`src/retr_pkg.sv`:
```
/*
 * Package for the rail enable and trim register block: offsets, field
 * positions, reset values and the mode enumeration.
 * Assumes an external serial front end that presents byte-wide register
 * reads and writes on the sys_clk domain.
 */
package retr_pkg;

   // ******************************
   // Register offsets
   // ******************************
   localparam logic [7:0] RETR_OFS_ENABLE = 8'h01;
   localparam logic [7:0] RETR_OFS_PTRIM  = 8'h02;

   // ******************************
   // Enable register fields
   // ******************************
   localparam int RETR_BIT_UP_REQ   = 7;
   localparam int RETR_BIT_DN_REQ   = 6;
   localparam int RETR_BIT_SW_ON    = 5;
   localparam int RETR_BIT_BIAS_ON  = 4;
   localparam int RETR_BIT_GATEP_ON = 3;
   localparam int RETR_BIT_SRCP_ON  = 2;
   localparam int RETR_BIT_GATEN_ON = 1;
   localparam int RETR_BIT_SRCN_ON  = 0;
   localparam logic [7:0] RETR_ENABLE_RST = 8'h1F;

   // ******************************
   // Positive trim register fields
   // ******************************
   localparam int RETR_GTRIM_LSB = 4;
   localparam int RETR_OFFS_LSB  = 0;
   localparam logic [2:0] RETR_GTRIM_RST = 3'h2;
   localparam logic [2:0] RETR_OFFS_RST  = 3'h3;
   localparam logic [2:0] RETR_GTRIM_MAX = 3'h4;
   localparam logic [2:0] RETR_OFFS_RSVD = 3'h7;

   // Rail count: bias, gate pos, source pos, gate neg, source neg
   localparam int RETR_NRAILS = 5;

   typedef enum logic [1:0] {
      RETR_STANDBY,
      RETR_RAMP_UP,
      RETR_ACTIVE,
      RETR_RAMP_DOWN
   } retr_mode_t;

endpackage

```
`src/retr_regs.sv`:
```
/*
 * Enable and positive trim registers with mode request handling and rail
 * enable gating.
 * Assumes a serial front end issuing one-cycle byte writes/reads on sys_clk,
 * an external sequencer that reports ramp completion, and asynchronous
 * rail enable pins.
 */
`timescale 1ns/1ps

// Functional notes
// - Writing power-up request starts rail ramp up
// - Writing power-down request starts rail ramp down
// - Request bits self-clear after transition completes
// - Power-down request wins over power-up
// - Bit 5 drives supply switch, resets 0
// - Five rail enables at bits 4..0, reset 1
// - Positive source off until negative enabled
// - Negative source off forces positive off
// - Rail on needs register bit AND pin
// - Gate pump trim bits 6:4, reset 010
// - Positive source level tracks negative level
// - Ramp down uses reverse power-up order
// - Pin falling edge when up disables rail
module retr_regs
   import retr_pkg::*;
(
   input  wire logic                   sys_clk,
   input  wire logic                   srst,
   input  wire logic                   reg_wr,
   input  wire logic                   reg_rd,
   input  wire logic [7:0]             reg_addr,
   input  wire logic [7:0]             reg_wdata,
   output      logic [7:0]             reg_rdata,
   output      logic                   reg_ack,
   input  wire logic [RETR_NRAILS-1:0] rail_enable_pins,
   input  wire logic                   seq_done,
   input  wire logic [2:0]             neg_source_level,
   output      logic                   seq_up_start,
   output      logic                   seq_down_start,
   output      logic                   seq_reverse,
   output      logic                   active_mode,
   output      logic                   aux_supply_switch_on,
   output      logic                   backplane_bias_buffer_on,
   output      logic                   pos_gate_pump_on,
   output      logic                   pos_source_ldo_on,
   output      logic                   neg_gate_pump_on,
   output      logic                   neg_source_ldo_on,
   output      logic [2:0]             pos_gate_pump_trim,
   output      logic [2:0]             pos_source_offset,
   output      logic [2:0]             pos_source_level
);

   // ******************************
   // State
   // ******************************
   logic [7:0]             enable_r;
   logic [2:0]             gtrim_r;
   logic [2:0]             offs_r;
   retr_mode_t             mode_r;
   logic [RETR_NRAILS-1:0] pin_s1_r;
   logic [RETR_NRAILS-1:0] pin_s2_r;
   logic [RETR_NRAILS-1:0] pin_d_r;
   logic [RETR_NRAILS-1:0] pin_kill_r;
   logic [RETR_NRAILS-1:0] pin_fall;
   logic [RETR_NRAILS-1:0] rail_req;
   logic                   wr_en;
   logic                   wr_tr;
   logic                   up_go;
   logic                   dn_go;
   logic                   srcn_eff;

   assign wr_en = reg_wr && (reg_addr == RETR_OFS_ENABLE);
   assign wr_tr = reg_wr && (reg_addr == RETR_OFS_PTRIM);

   // ******************************
   // Pin synchroniser and edge detect
   // ******************************
   always_ff @(posedge sys_clk) begin
      if (srst) begin
         pin_s1_r <= '0;
         pin_s2_r <= '0;
         pin_d_r  <= '0;
      end else begin
         pin_s1_r <= rail_enable_pins;
         pin_s2_r <= pin_s1_r;
         pin_d_r  <= pin_s2_r;
      end
   end

   assign pin_fall = pin_d_r & ~pin_s2_r;

   // Falling edge latches rail off while active; latch cleared on ramp up start and during ramp up
   always_ff @(posedge sys_clk) begin
      if (srst) begin
         pin_kill_r <= '0;
      end else if (mode_r == RETR_RAMP_UP || up_go) begin
         pin_kill_r <= '0;
      end else if (mode_r == RETR_ACTIVE) begin
         pin_kill_r <= pin_kill_r | pin_fall;
      end
   end

   // ******************************
   // Mode requests
   // ******************************
   assign dn_go = enable_r[RETR_BIT_DN_REQ] && mode_r == RETR_ACTIVE;
   assign up_go = enable_r[RETR_BIT_UP_REQ] && !enable_r[RETR_BIT_DN_REQ]
                  && mode_r == RETR_STANDBY;

   always_ff @(posedge sys_clk) begin
      if (srst) begin
         mode_r <= RETR_STANDBY;
      end else begin
         unique case (mode_r)
            RETR_STANDBY:   if (up_go) mode_r <= RETR_RAMP_UP;
            RETR_RAMP_UP:   if (seq_done) mode_r <= RETR_ACTIVE;
            RETR_ACTIVE:    if (dn_go) mode_r <= RETR_RAMP_DOWN;
            RETR_RAMP_DOWN: if (seq_done) mode_r <= RETR_STANDBY;
         endcase
      end
   end

   assign seq_up_start   = up_go;
   assign seq_down_start = dn_go;
   assign seq_reverse    = (mode_r == RETR_RAMP_DOWN);
   assign active_mode    = (mode_r == RETR_ACTIVE);

   // ******************************
   // Enable register
   // ******************************
   always_ff @(posedge sys_clk) begin
      if (srst) begin
         enable_r <= RETR_ENABLE_RST;
      end else begin
         if (wr_en) begin
            enable_r[5:0] <= reg_wdata[5:0];
         end
         // Request bits: write sets; completion clears, a new write wins
         if (wr_en && reg_wdata[RETR_BIT_UP_REQ]) begin
            enable_r[RETR_BIT_UP_REQ] <= 1'b1;
         end else if ((mode_r == RETR_RAMP_UP && seq_done) ||
                      (enable_r[RETR_BIT_UP_REQ] && mode_r == RETR_ACTIVE)) begin
            enable_r[RETR_BIT_UP_REQ] <= 1'b0;
         end else if (enable_r[RETR_BIT_DN_REQ] && enable_r[RETR_BIT_UP_REQ]) begin
            enable_r[RETR_BIT_UP_REQ] <= 1'b0;
         end
         if (wr_en && reg_wdata[RETR_BIT_DN_REQ]) begin
            enable_r[RETR_BIT_DN_REQ] <= 1'b1;
         end else if ((mode_r == RETR_RAMP_DOWN && seq_done) ||
                      (enable_r[RETR_BIT_DN_REQ] && mode_r == RETR_STANDBY)) begin
            enable_r[RETR_BIT_DN_REQ] <= 1'b0;
         end
      end
   end

   // ******************************
   // Trim register
   // ******************************
   always_ff @(posedge sys_clk) begin
      if (srst) begin
         gtrim_r <= RETR_GTRIM_RST;
         offs_r  <= RETR_OFFS_RST;
      end else if (wr_tr) begin
         gtrim_r <= reg_wdata[RETR_GTRIM_LSB +: 3];
         offs_r  <= reg_wdata[RETR_OFFS_LSB +: 3];
      end
   end

   // ******************************
   // Read path
   // ******************************
   always_ff @(posedge sys_clk) begin
      if (srst) begin
         reg_rdata <= 8'h00;
         reg_ack   <= 1'b0;
      end else begin
         reg_ack <= reg_rd || reg_wr;
         if (reg_rd) begin
            unique case (reg_addr)
               RETR_OFS_ENABLE: reg_rdata <= enable_r;
               RETR_OFS_PTRIM:  reg_rdata <= {1'b0, gtrim_r, 1'b0, offs_r};
               default:         reg_rdata <= 8'h00;
            endcase
         end
      end
   end

   // ******************************
   // Rail outputs
   // ******************************
   assign rail_req = enable_r[4:0] & pin_s2_r & ~pin_kill_r;
   assign srcn_eff = rail_req[RETR_BIT_SRCN_ON];

   always_ff @(posedge sys_clk) begin
      if (srst) begin
         aux_supply_switch_on     <= 1'b0;
         backplane_bias_buffer_on <= 1'b0;
         pos_gate_pump_on         <= 1'b0;
         pos_source_ldo_on        <= 1'b0;
         neg_gate_pump_on         <= 1'b0;
         neg_source_ldo_on        <= 1'b0;
         pos_gate_pump_trim       <= RETR_GTRIM_RST;
         pos_source_offset        <= RETR_OFFS_RST;
         pos_source_level         <= 3'h3;
      end else begin
         aux_supply_switch_on     <= enable_r[RETR_BIT_SW_ON];
         backplane_bias_buffer_on <= rail_req[RETR_BIT_BIAS_ON];
         pos_gate_pump_on         <= rail_req[RETR_BIT_GATEP_ON];
         neg_gate_pump_on         <= rail_req[RETR_BIT_GATEN_ON];
         neg_source_ldo_on        <= srcn_eff;
         // Positive source only with negative source running
         pos_source_ldo_on        <= rail_req[RETR_BIT_SRCP_ON] && srcn_eff
                                     && neg_source_ldo_on;
         pos_gate_pump_trim       <= gtrim_r;
         pos_source_offset        <= offs_r;
         pos_source_level         <= neg_source_level;
      end
   end

endmodule

```
`config.mk`:
```
export PLATFORM = sky130hd
export DESIGN_NAME = retr_regs
export DESIGN_NICKNAME = d
export VERILOG_FILES = /design/src/retr_pkg.sv /design/src/retr_regs.sv
export SDC_FILE = /design/constraint.sdc
export NUM_CORES = 1
export LEC_CHECK = 0
export ABC_AREA = 0
export BUFFER_PORTS_ARGS = -buffer_cell sky130_fd_sc_hd__buf_2
export CAP_MARGIN = 25
export CORE_MARGIN = 2
export CORE_UTILIZATION = 39
export CTS_CLUSTER_SIZE = 40
export DETAILED_ROUTE_END_ITERATION = 16
export GPL_TIMING_DRIVEN = 0
export SLEW_MARGIN = 20
export SYNTH_ARGS = -nofsm -noshare
export SYNTH_HDL_FRONTEND = slang
export SYNTH_SLANG_ARGS = --single-unit
```
`constraint.sdc`:
```
create_clock -name sys_clk -period 2.2 [get_ports sys_clk]
set_input_delay 0.44 -clock sys_clk [delete_from_list [all_inputs] [get_ports sys_clk]]
set_output_delay 0.44 -clock sys_clk [all_outputs]
set_load 0.02 [all_outputs]
```
==> impl_metrics.yaml <==
synthesis:
  ys_ff_latch: 60
  syn-cell-area_mm2: 0.00215
  syn-num-nets: 241
  synth_commonest_cells: "dfxtp_1, nor2_1, nor2b_1"
  synth_cells: 208
  synth-edff-count: 0
  synthTopCellsByArea: "dfxtp_1, nor2b_1, nor2_1"
  yosysSeqAreaShare: 0.558
  synth_async_sr_flop_share: 0
  synth_most_common_cell: "dfxtp_1"
  synth.distinct_cells: 33
  synth.avg_cell_area_um2: 10.3
  synth_warnings: 0
  synth-main-ff-cell: "dfxtp_1"
  yosys.area.top_type: "dfxtp_1"
  synth_top_area_share: 0.558
grt:
  use_met2: 0.247
  grtUsageMet3: 0.0667
  grt_pass1_vias: 1617
  antenna_found_initial: 0
  grt_max_degree: 11
  grt_usage: 0.157
  grt-ovfl-total: 0
  grt-busiest-layer: "met2"
  grt_use_met1: 0.184
  grt_pass1_wl_mm: 7.24
power_and_ir_drop:
  vdd_ir_drop_max_uv: 326
  pwr_density_cell_mw_per_mm2: 891
  p_leak_nw: 1.23
final_layout:
  drive_gt1_frac: 0.304
  nets: 308
  diodes: 0
  finalInstanceArea_mm2: 0.00276
  final_cells: 352
  area_growth_syn_to_layout_pct: 28.1
routing:
  first_pass_iters: 4
  viasPerCell: 4.71
  ant_nets: 0
  drt-total-wl_mm: 4.43
  vias: 1659
  drc_errors: 0
  dr.first_iter.drc_count: 66
  post_drt_wl_per_cell_um: 12.6
clock_network:
  clk_path_buf_depth: 2
  ctsHoldBuffers: 0
  cts.sinks: 60
  h-tree-depth: 3
  ctsRootBufferMaster: "clkbuf_8"
  cts-buffers-inserted: 9
  postCtsResizedCells: 0
  cts_tree: "done"
  clkLatencyLatePin_ns: 0.33
  cts_setup_buffers: 0
  cts.reportedPaths.clkPinSlew_ns: 0.06
timing:
  worstMarginPinSlew_ns: 0.551
  tns_ns: 0
  fmax_mhz: 490
  hold_viol_final: 0
  final.min_clock_period_ns: 2.04
  skew_ns: 0.00587
  slew_viol_final: 0
  timing.final.ws_setup_ns: 0.160
  final-setup-viol-count: 0
  rsz0062_at_grt: "no"
  relSlewSlack: 0.633
  period_share: 0.927
floorplanning:
  start_util: 0.398
  boundaryPins: 57
  dieArea_mm2: 0.00613
  fp-row-count: 27
  die_w_um: 78.3
  die_h_um: 78.3
  core-area_mm2: 0.00541
place:
  gp_congestion: 0.762
  placed_cell_area_mm2: 0.00252
  pre_cts_slack_ns: 0.364
  hpwl_mm: 3.19
  portBuffers: 56
  place_inst: 336
critical_path:
  cp_max_fo: 9
  cp-start-kind: "flop"
  endpoint_kind: "primary output"
  path_class: "reg -> out"
  arrival_ns: 1.60
  required_ns: 1.76
flow_run:
  cap_violations: 0
run_status:
  outcome: "complete, no violations"
worst_hold_path:
  hold_class: "in -> reg"
cells in the final DEF, fill, tap and decap left out, types with 3 or more instances in the layout:
cell type  Yosys  final
and2_1         3      3
a31oi_1        5      5
o32ai_1        6      6
nand2_1        8      8
nand4_1        3      3
nor2_1        27     27
clkbuf_1       5      5
nor2b_1       20     20
clkbuf_8       0     12
inv_1         13     13
buf_2          2     58
mux2i_1       10     10
a22oi_1        6      6
nor4b_1        3      3
or2_2          3      3
ha_1           4      4
nand2b_1       9      9
dfxtp_1       60     60
final timing paths:
path / from / cells past startpoint / slack [ns] / to
max: mode_r[0] / 5 / 0.16 / seq_down_start
min: neg_source_level[1] / 2 / 0.29 / pos_source_level[1]
max reg2reg: mode_r[0] / 5 / 0.54 / mode_r[0]
min reg2reg: pin_kill_r[4] / 1 / 0.43 / backplane_bias_buffer_on
state kept, by name, summed over array words and instances (netlist names), 2 cells and up:
signal              count
pin_s2_r                5
reg_rdata               8
pin_kill_r              5
pos_source_level        3
offs_r                  3
pin_d_r                 5
enable_r                8
gtrim_r                 3
pos_gate_pump_trim      3
pos_source_offset       3
pin_s1_r                5
mode_r                  2
power breakdown:
group / leakage [nW] / internal, mW / total (mW) / switching (mW)
Combinational: 0.617 / 0.0879 / 0.198 / 0.110
Clock: 0.122 / 0.727 / 1.13 / 0.406
Sequential: 0.488 / 1.11 / 1.13 / 0.0138
logic make-up after synthesis:
logic type / share of synthesized area
AND/OR/NAND/NOR: 0.223
flip-flops: 0.558
AO/OA/AOI/OAI: 0.0919
buffers and inverters: 0.0395
multiplexers: 0.0640
adder cells (fa/ha/maj): 0.0233
area by class of cell:
class / count / area (um^2)
fill: 509 / 2650
sequential: 60 / 1200
multi-input combinational: 126 / 866
timing repair buffer: 56 / 280
clock buffer: 12 / 165
tap: 72 / 90.1
clock inverter: 4 / 70.1
inverter: 13 / 48.8
buffer: 9 / 36.3
through the flow:
stage / utilization / hold slack (ns) / total power, mW
after floorplan: - / 0.400 / 1.28
after global placement: 0.467 / 0.415 / 1.35
after global routing: 0.510 / 0.272 / 2.55
after detailed placement: 0.467 / 0.426 / 1.35
after CTS: 0.510 / 0.275 / 2.49
final: 0.510 / 0.295 / 2.46
layer usage:
| layer | part of all wire | vias to the layer above |
|---|---|---|
| met5 | 0 | - |
| li1 | - | 839 |
| met1 | 0.46 | 772 |
| met4 | 0.0052 | 0 |
| met3 | 0.065 | 2 |
| met2 | 0.47 | 46 |
worst max-delay path, stage by stage, from the launching register on:
cell and delay [ns]:
dfxtp_1 0.34, inv_1 0.09, ha_1 0.16, clkbuf_1 0.34, and2_1 0.18, buf_2 0.16
(Power assumes the default switching activity.)
